File: src/hdl/rtc_map.vh
// Register offsets, field positions, reset values and timing counts
// for the rate threshold and control register bank.
// Assumes a 50 MHz system clock.
`ifndef RTC_MAP_VH
`define RTC_MAP_VH

`define RTC_OFS_THRESHOLD      8'h10
`define RTC_OFS_DEBOUNCE       8'h11
`define RTC_OFS_TEMPERATURE    8'h12
`define RTC_OFS_CONTROL        8'h13

`define RTC_RST_THRESHOLD      8'h00
`define RTC_RST_DEBOUNCE       8'h01
`define RTC_RST_TEMPERATURE    8'h00
`define RTC_RST_CONTROL        8'h00

`define RTC_BIT_DEBOUNCE_MODE  7
`define RTC_THS_MSB            6
`define RTC_THS_SHIFT          8
`define RTC_BIT_SW_RESET       6
`define RTC_BIT_SELF_TEST      5
`define RTC_DR_MSB             4
`define RTC_DR_LSB             2
`define RTC_BIT_ACTIVE         1
`define RTC_BIT_READY          0

`define RTC_CLOCK_HZ           50000000
// Sample rate in tenths of Hz, 800 Hz down to 12.5 Hz
`define RTC_RATE0_DHZ          8000
`define RTC_RATE1_DHZ          4000
`define RTC_RATE2_DHZ          2000
`define RTC_RATE3_DHZ          1000
`define RTC_RATE4_DHZ          500
`define RTC_RATE5_DHZ          250
`define RTC_RATE6_DHZ          125
`define RTC_CYC(dhz)           ((`RTC_CLOCK_HZ * 10) / (dhz))
// Self-test output offset added to each sample, in LSBs
`define RTC_SELF_TEST_DELTA    16'h0400

`endif

File: src/hdl/rtc_regs.v
// Rate threshold configuration, debounce count, temperature and primary
// control registers, with the per-axis rate threshold debounce engine.
// Assumes a same-clock register port (address, write, read strobes) and
// a same-clock sample source for the three axis rates and raw temperature.
`timescale 1ns/1ps
`include "rtc_map.vh"

// Operation
// - Debounce mode one clears the counter whenever rate is below threshold.
// - Debounce mode zero decrements counter each sample below threshold.
// - Threshold in LSBs is field plus one, times 256.
// - Detector state resets on Standby or Ready going to Active.
// - Debounce counter also returns to zero on that transition.
// - Debounce count sets samples above threshold before flag; resets to one.
// - Counter advances once per output sample period.
// - Temperature reads as 8-bit two's complement, 1 degree per LSB.
// - Temperature trim applies only while Active and measuring.
// - Software reset bit returns registers to defaults.
// - Software reset bit clears itself once reset is done.
// - Self-test bit forces an output change without rotation.
// - Data rate field selects the sample rate used by debounce.
// - Bit 1 selects Active, bit 0 selects Ready.
// - Active wins over Ready; both zero means Standby.
// - Rate codes map 800 Hz down to 12.5 Hz; code 7 is 12.5 Hz.
// - Axis flag sets after count samples above, clears after count below in mode zero, after one below in mode one.
module rtc_regs (
    input  wire        clock_i,
    input  wire        reset_i,
    input  wire [7:0]  reg_addr_i,
    input  wire        reg_write_i,
    input  wire [7:0]  reg_wdata_i,
    input  wire        reg_read_i,
    output reg  [7:0]  reg_rdata_o,
    input  wire [47:0] axis_rate_i,
    input  wire [7:0]  temp_raw_i,
    input  wire [7:0]  temp_trim_i,
    output wire        sample_tick_o,
    output wire        acquire_o,
    output wire        self_test_o,
    output wire [15:0] self_test_delta_o,
    output wire [2:0]  rate_event_o,
    output wire [2:0]  rate_negative_o,
    output wire [1:0]  op_mode_o
);
    // One-hot operating modes
    localparam [2:0] MODE_STANDBY = 3'b001;
    localparam [2:0] MODE_READY   = 3'b010;
    localparam [2:0] MODE_ACTIVE  = 3'b100;

    reg  [7:0]  rate_threshold_config;
    reg  [7:0]  rate_debounce_count;
    reg  [7:0]  temperature_value;
    reg  [7:0]  primary_control;
    reg  [2:0]  mode;
    reg  [2:0]  next_mode;
    reg         soft_reset_pending;
    wire [2:0]  event_flag;
    wire [2:0]  negative_flag;
    wire        entering_active;
    wire [15:0] threshold_lsb;
    wire        debounce_mode;

    // Decode the mode bits, Active over Ready
    function [2:0] rtc_decode_mode;
        input [7:0] ctrl;
        begin
            if (ctrl[`RTC_BIT_ACTIVE])
                rtc_decode_mode = MODE_ACTIVE;
            else if (ctrl[`RTC_BIT_READY])
                rtc_decode_mode = MODE_READY;
            else
                rtc_decode_mode = MODE_STANDBY;
        end
    endfunction

    // Absolute value of a signed 16-bit sample
    function [15:0] rtc_abs;
        input [15:0] value;
        begin
            rtc_abs = value[15] ? (16'h0000 - value) : value;
        end
    endfunction

    always @* begin
        next_mode = rtc_decode_mode(primary_control);
    end

    assign entering_active = (next_mode == MODE_ACTIVE) && (mode != MODE_ACTIVE);
    // Field+1 times 256, as a 16-bit magnitude
    assign threshold_lsb   = {1'b0, rate_threshold_config[`RTC_THS_MSB:0], 8'h00}
                             + 16'h0100;
    assign debounce_mode   = rate_threshold_config[`RTC_BIT_DEBOUNCE_MODE];

    // Mode register follows the control bits one cycle later
    always @(posedge clock_i or posedge reset_i) begin
        if (reset_i)
            mode <= MODE_STANDBY;
        else begin
            case (next_mode)
                MODE_STANDBY: mode <= MODE_STANDBY;
                MODE_READY:   mode <= MODE_READY;
                MODE_ACTIVE:  mode <= MODE_ACTIVE;
                default:      mode <= MODE_STANDBY;
            endcase
        end
    end

    // Sample tick runs only while Active
    rtc_rate_divider u_divider (
        .clock_i           (clock_i),
        .reset_i           (reset_i),
        .run_i             (next_mode == MODE_ACTIVE),
        .clear_i           (entering_active | soft_reset_pending),
        .data_rate_field_i (primary_control[`RTC_DR_MSB:`RTC_DR_LSB]),
        .tick_o            (sample_tick_o)
    );

    // Register writes and software reset
    always @(posedge clock_i or posedge reset_i) begin
        if (reset_i) begin
            rate_threshold_config <= `RTC_RST_THRESHOLD;
            rate_debounce_count   <= `RTC_RST_DEBOUNCE;
            primary_control       <= `RTC_RST_CONTROL;
            soft_reset_pending    <= 1'b0;
        end else if (soft_reset_pending) begin
            rate_threshold_config <= `RTC_RST_THRESHOLD;
            rate_debounce_count   <= `RTC_RST_DEBOUNCE;
            primary_control       <= `RTC_RST_CONTROL;
            soft_reset_pending    <= 1'b0;
        end else if (reg_write_i) begin
            case (reg_addr_i)
                `RTC_OFS_THRESHOLD: rate_threshold_config <= reg_wdata_i;
                `RTC_OFS_DEBOUNCE:  rate_debounce_count   <= reg_wdata_i;
                `RTC_OFS_CONTROL: begin
                    primary_control    <= reg_wdata_i;
                    soft_reset_pending <= reg_wdata_i[`RTC_BIT_SW_RESET];
                end
                default: ;
            endcase
        end
    end

    // Temperature: trimmed only while Active, raw otherwise
    always @(posedge clock_i or posedge reset_i) begin
        if (reset_i)
            temperature_value <= `RTC_RST_TEMPERATURE;
        else if (soft_reset_pending)
            temperature_value <= `RTC_RST_TEMPERATURE;
        else if (mode == MODE_ACTIVE)
            temperature_value <= temp_raw_i + temp_trim_i;
        else
            temperature_value <= temp_raw_i;
    end

    // Per-axis debounce engine, each axis owns its counter and flags
    genvar axis;
    generate
        for (axis = 0; axis < 3; axis = axis + 1) begin : g_axis
            wire [15:0] sample;
            wire        above;
            reg  [7:0]  counter;
            reg  [7:0]  next_counter;
            reg         flag;
            reg         next_flag;
            reg         negative;

            // Strictly greater than the threshold counts as above
            assign sample = axis_rate_i[axis*16 +: 16];
            assign above  = rtc_abs(sample) > threshold_lsb;

            // Counter and flag update for one output sample
            always @* begin
                next_counter = counter;
                next_flag    = flag;
                if (above) begin
                    // Count up, hold at the programmed count
                    if (counter < rate_debounce_count)
                        next_counter = counter + 8'h01;
                    else
                        next_counter = rate_debounce_count;
                    if (counter + 8'h01 >= rate_debounce_count)
                        next_flag = 1'b1;
                end else if (debounce_mode) begin
                    next_counter = 8'h00;
                    next_flag    = 1'b0;
                end else begin
                    // Count down, never below zero
                    if (counter != 8'h00)
                        next_counter = counter - 8'h01;
                    if (counter <= 8'h01)
                        next_flag = 1'b0;
                end
            end

            // State cleared on entry to Active and on software reset
            always @(posedge clock_i or posedge reset_i) begin
                if (reset_i) begin
                    counter  <= 8'h00;
                    flag     <= 1'b0;
                    negative <= 1'b0;
                end else if (entering_active || soft_reset_pending) begin
                    counter  <= 8'h00;
                    flag     <= 1'b0;
                    negative <= 1'b0;
                end else if (sample_tick_o) begin
                    counter  <= next_counter;
                    flag     <= next_flag;
                    negative <= sample[15];
                end
            end

            // Single driver per flag bit
            assign event_flag[axis]    = flag;
            assign negative_flag[axis] = negative;
        end
    endgenerate

    // Register read mux, reset bit shows pending state
    always @(posedge clock_i or posedge reset_i) begin
        if (reset_i)
            reg_rdata_o <= 8'h00;
        else if (reg_read_i) begin
            case (reg_addr_i)
                `RTC_OFS_THRESHOLD:   reg_rdata_o <= rate_threshold_config;
                `RTC_OFS_DEBOUNCE:    reg_rdata_o <= rate_debounce_count;
                `RTC_OFS_TEMPERATURE: reg_rdata_o <= temperature_value;
                `RTC_OFS_CONTROL:     reg_rdata_o <= primary_control;
                default:              reg_rdata_o <= 8'h00;
            endcase
        end
    end

    assign acquire_o         = (mode == MODE_ACTIVE);
    assign self_test_o       = primary_control[`RTC_BIT_SELF_TEST] & acquire_o;
    assign self_test_delta_o = self_test_o ? `RTC_SELF_TEST_DELTA : 16'h0000;
    assign rate_event_o      = event_flag;
    assign rate_negative_o   = negative_flag;
    assign op_mode_o         = {mode == MODE_ACTIVE, mode == MODE_READY};
endmodule // rtc_regs

File: src/hdl/rtc_rate_divider.v
// Output sample rate divider: one-cycle tick at the selected rate.
// Assumes a 50 MHz clock; restarts on clear or while not running, but not when the rate code changes.
`timescale 1ns/1ps
module rtc_rate_divider (
    input  wire        clock_i,
    input  wire        reset_i,
    input  wire        run_i,
    input  wire        clear_i,
    input  wire [2:0]  data_rate_field_i,
    output reg         tick_o
);
    reg  [22:0] count;
    reg  [22:0] limit;
    reg  [31:0] period;

    // Period in clock cycles for each rate code, code 7 repeats 12.5 Hz
    always @* begin
        case (data_rate_field_i)
            3'h0:    period = `RTC_CYC(`RTC_RATE0_DHZ);
            3'h1:    period = `RTC_CYC(`RTC_RATE1_DHZ);
            3'h2:    period = `RTC_CYC(`RTC_RATE2_DHZ);
            3'h3:    period = `RTC_CYC(`RTC_RATE3_DHZ);
            3'h4:    period = `RTC_CYC(`RTC_RATE4_DHZ);
            3'h5:    period = `RTC_CYC(`RTC_RATE5_DHZ);
            default: period = `RTC_CYC(`RTC_RATE6_DHZ);
        endcase
        // Longest period fits in 23 bits, upper bits dropped on purpose
        limit = period[22:0] - 23'h000001;
    end

    // Free count while acquiring, tick on wrap
    always @(posedge clock_i or posedge reset_i) begin
        if (reset_i) begin
            count  <= 23'h000000;
            tick_o <= 1'b0;
        end else if (clear_i || !run_i) begin
            count  <= 23'h000000;
            tick_o <= 1'b0;
        end else if (count >= limit) begin
            count  <= 23'h000000;
            tick_o <= 1'b1;
        end else begin
            count  <= count + 23'h000001;
            tick_o <= 1'b0;
        end
    end
endmodule // rtc_rate_divider

File: config.mk
export PLATFORM = sky130hd
export DESIGN_NAME = rtc_regs
export DESIGN_NICKNAME = d
export VERILOG_FILES = /design/src/hdl/rtc_regs.v /design/src/hdl/rtc_rate_divider.v
export VERILOG_INCLUDE_DIRS = /design/src /design/src/hdl
export SDC_FILE = /design/constraint.sdc
export NUM_CORES = 1
export LEC_CHECK = 0
export BUFFER_PORTS_ARGS = -buffer_cell sky130_fd_sc_hd__buf_2
export CORE_AREA = 2 2 147 120
export DETAILED_ROUTE_END_ITERATION = 8
export DIE_AREA = 0 0 149 122
export HOLD_SLACK_MARGIN = 0.15
export PLACE_DENSITY_LB_ADDON = 0.12
export SYNTH_ARGS = -nofsm -noshare
export SYNTH_HDL_FRONTEND = slang
export SYNTH_SLANG_ARGS = --single-unit
File: constraint.sdc
create_clock -name clock_i -period 8.2 [get_ports clock_i]
set_input_delay 1.23 -clock clock_i [delete_from_list [all_inputs] [get_ports clock_i]]
set_output_delay 1.23 -clock clock_i [all_outputs]
set_load 0.005 [all_outputs]
==> impl_metrics.csv <==
group,metric,value,unit
route,routed_wirelength,22.2,mm
sta,hold_viol,0,
floorplanning,die_area,18200,um^2
worst_setup_path,crit_required,8.47,ns
worst_setup_path,worst_setup_path_end_kind,"flip-flop",
cells_and_area,multiInputGateArea,6130,um^2
cts,clkTransAtPathRegs,0.08,ns
floorplanning,core_area,16900,um^2
route,vias_per_cell,5.81,
logic_synthesis,ys_seq_area_share,27.0,%
pwr,seqPwrFrac,36.8,%
cts,cts_tree,"done",
route,ant_nets,0,
worst_setup_path,reg2reg_setup_slack,4.81,ns
worst_setup_path,cp_top_family,"simple AND/OR/NAND/NOR gates",
sta,skew,0.00763,ns
cells_and_area,fillers,1527,
worst_setup_path,cp-startpoint,"axis_rate_i[7]",
global_routing,grt_pass1_vias,7353,
pwr,p_leak,4.59,nW
cts,post_cts_buffers,0,
worst_setup_path,timing.rr.end,"u_divider.count[19]",
cells_and_area,finalCoreUtilization,59.0,%
cts,clock_path_buffers,2,
sta,slew_headroom,34.2,%
cells_and_area,regArea,2450,um^2
worst_setup_path,start_kind,"input port",
route,drc,0,
pwr,p_sw,0.526,mW
floorplanning,start_util,53.8,%
global_routing,grt_pass1_wl,37.2,mm
cts,clkLatencyLatePin,0.35,ns
pwr,power.density,150,nW/um^2
route,drt-initial-drc-count,523,
placed_design,io_buffer_count,103,
logic_synthesis,synth_ff_type,"dfrtp_1",
worst_setup_path,cp.arrival,4.92,ns
pwr,clockPowerShare,30.3,%
cts,ctsResizeCount,0,
sta,tns,0,ns
logic_synthesis,yosys.area.top_type_share,26.4,%
placed_design,place.gp.congestion,0.855,
hold_path,min_to,"mode[0]",
sta,fmax,215,MHz
sta,rsz0062_at_grt,"false",
worst_setup_path,rr_worst_depth,13,
cells_and_area,fin_nets,1343,
logic_synthesis,synthTopCellsByArea,"dfrtp_1, ha_1, nand2_1",
pwr,ir_worst_vdd,102,uV
logic_synthesis,ys_ff_latch,98,
sta,slew_violations,0,
floorplanning,rows,43,
worst_setup_path,path_cells,"buf_2, nor4_1, nand2_1, or4_1, or4_1, nand2_1, xnor2_1, ha_1, and4_1, a21boi_0, o21a_1, mux2_2, o21ai_0",
worst_setup_path,worst_path_largest_cell_delay,0.55,ns
global_routing,globalRouteOverflowTotal,0,
logic_synthesis,yosys.area.top_type,"dfrtp_1",
logic_synthesis,synth_edf_count,0,
cts,cts_max_level,3,
logic_synthesis,synth_cells,1070,
sta,timing.hold.ws,0.464,ns
global_routing,grt_util_all_layers,25.5,%
hold_path,hold_class,"flip-flop to flip-flop",
route,dr.pass1.iters,4,
sta,period_needed,4.65,ns
cells_and_area,diodes,0,
worst_setup_path,regToRegStartpoint,"primary_control[3]",
job,cap_violations,0,
pwr,p_sw_share,35.1,%
outcome,status,"finished, final reports clean",
sta,post-route-period-util,56.7,%
placed_design,dp_hpwl,16.9,mm
logic_synthesis,yosysWarningCount,0,
hold_path,min_from,"primary_control[0]",
pwr,p_int,0.974,mW
cts,hold_buffers,0,
floorplanning,io_pins,119,
route,via_count,7973,
logic_synthesis,yosysUniqueCellTypes,73,
floorplanning,die_w,149,um
pwr,power_frac_comb,32.9,%
hold_path,hold_depth,1,
worst_setup_path,worst-path-max-fanout,16,
cells_and_area,syn_to_final_growth,9.71,%
logic_synthesis,syn_area,9080,um^2
cts,cts.sinks,98,
worst_setup_path,crit_type,"input port to flip-flop",
worst_setup_path,path_buf_inv,1,
floorplanning,die_y,122,um
logic_synthesis,syn_avg_cell_area,8.49,um^2
cts,cts_made_buffers,9,
route,wl_per_cell,16.2,um
global_routing,grt_max_degree,70,
worst_setup_path,crit_slowest_cell,"o21a_1",
cts,cts_root_buf,"clkbuf_16",
cells_and_area,drive_gt1_share,15.0,%
sta,setup_viol,0,
global_routing,antenna_found_initial,0,
logic_synthesis,async_reset_ff_share,100,%
sta,tightest_slew,0.979,ns
## registers in the layout, summed over array words and instances (netlist names)
signal	flops
reg_rdata_o	8
mode	3
primary_control	8
temperature_value	8
g_axis.flag	3
u_divider.count	23
rate_threshold_config	8
g_axis.negative	3
g_axis.counter	24
u_divider.tick_o	1
soft_reset_pending	1
rate_debounce_count	8
## power groups by stage
stage / registers, mW / clock network [mW] / logic (mW)
after floorplan: 0.533 / 0 / 0.396
after global placement: 0.558 / 0 / 0.484
after detailed placement: 0.559 / 0 / 0.490
after CTS: 0.549 / 0.463 / 0.493
after global routing: 0.553 / 0.484 / 0.561
final: 0.552 / 0.454 / 0.494
## cell usage in the layout, fill, tap and decap left out, drive strengths merged, types with 4 or more instances in the layout
| master | n |
|---|---|
| a21oi | 73 |
| clkbuf | 9 |
| a2111oi | 4 |
| nand3 | 46 |
| a21o | 10 |
| and3 | 21 |
| ha | 116 |
| conb | 16 |
| and2 | 11 |
| nand2b | 10 |
| or3 | 5 |
| o21ai | 53 |
| and4 | 6 |
| nor3b | 7 |
| o22ai | 9 |
| o21a | 13 |
| o211ai | 14 |
| mux4 | 8 |
| o31ai | 10 |
| nand2 | 110 |
| nor2b | 8 |
| mux2 | 17 |
| buf | 110 |
| nor4 | 14 |
| nand4 | 11 |
| or4 | 5 |
| a211oi | 5 |
| a31oi | 9 |
| xor2 | 29 |
| xnor2 | 44 |
| dfrtp | 96 |
| o32ai | 4 |
| inv | 59 |
| nor2 | 93 |
| mux2i | 22 |
| a21boi | 6 |
| nor3 | 26 |
## metal layers
layer	share of wire (%)	wire length, um	track usage, %
met1	50	11100	38.6
met2	43	9440	38.2
met3	5.8	1290	3.56
met4	1.7	367	6.43
met5	0	0	0
## area by class of cell
| type | instances | share of cell area, % |
|---|---|---|
| multi-input cells | 867 | 61.5 |
| flip-flops and latches | 98 | 24.6 |
| repair buffers | 110 | 5.70 |
| well taps | 225 | 2.82 |
| clock buffers | 9 | 2.26 |
| inverters | 56 | 2.13 |
| clock inverters | 7 | 0.954 |
## per-stage QoR
step	cells	power, mW	setup slack (ns)	instance area [um^2]
2_1_floorplan	1084	0.929	3.75	9140
3_5_place_dp	1356	1.05	3.24	9650
6_report	1372	1.50	3.55	9970
5_1_grt	1372	1.60	3.17	9970
3_3_place_gp	1356	1.04	3.33	9650
4_1_cts	1372	1.51	3.59	9970
## cell usage after synthesis (6+ instances only)
library cell    n
nor2b_1         8
o21ai_0        51
nand2_1       110
nor4_1         11
o21a_1         13
and3_1         21
a31oi_1         9
a21o_1         10
xor2_1         29
dfrtp_1        96
nand3_1        45
clkbuf_1       34
nor3_1         25
inv_1          56
mux2_2         17
nor2_1         90
and2_1         11
ha_1          116
a21oi_1        73
nand4_1        11
xnor2_1        44
a21boi_0        6
nor3b_1         6
nand2b_1       10
o22ai_1         9
o31ai_1         9
mux2i_1        22
mux4_2          8
buf_4          23
o211ai_1       14
## worst max path at each step
stage               cells past startpoint              endpoint  slack (ns)
floorplan                              14  g_axis[0].counter[3]        3.75
global placement                       13  g_axis[0].counter[4]        3.33
detailed placement                     13  g_axis[0].counter[4]        3.24
CTS                                    13  g_axis[0].counter[4]        3.59
global route                           13  g_axis[0].counter[4]        3.17
finish                                 13  g_axis[0].counter[4]        3.55
## kinds of logic after synthesis
family / after synthesis / synth area share [%]
muxes: 47 / 6.51
DFF: 98 / 27.0
xor gates and xnor gates: 73 / 7.04
adders and majority gates: 117 / 16.2
and+or+nand+nor: 383 / 20.9
buffers and inverters: 119 / 6.13
other: 2 / 0.0827
AOI/OAI and AO/OA: 231 / 16.1
Power figures use the tool's default switching activity.
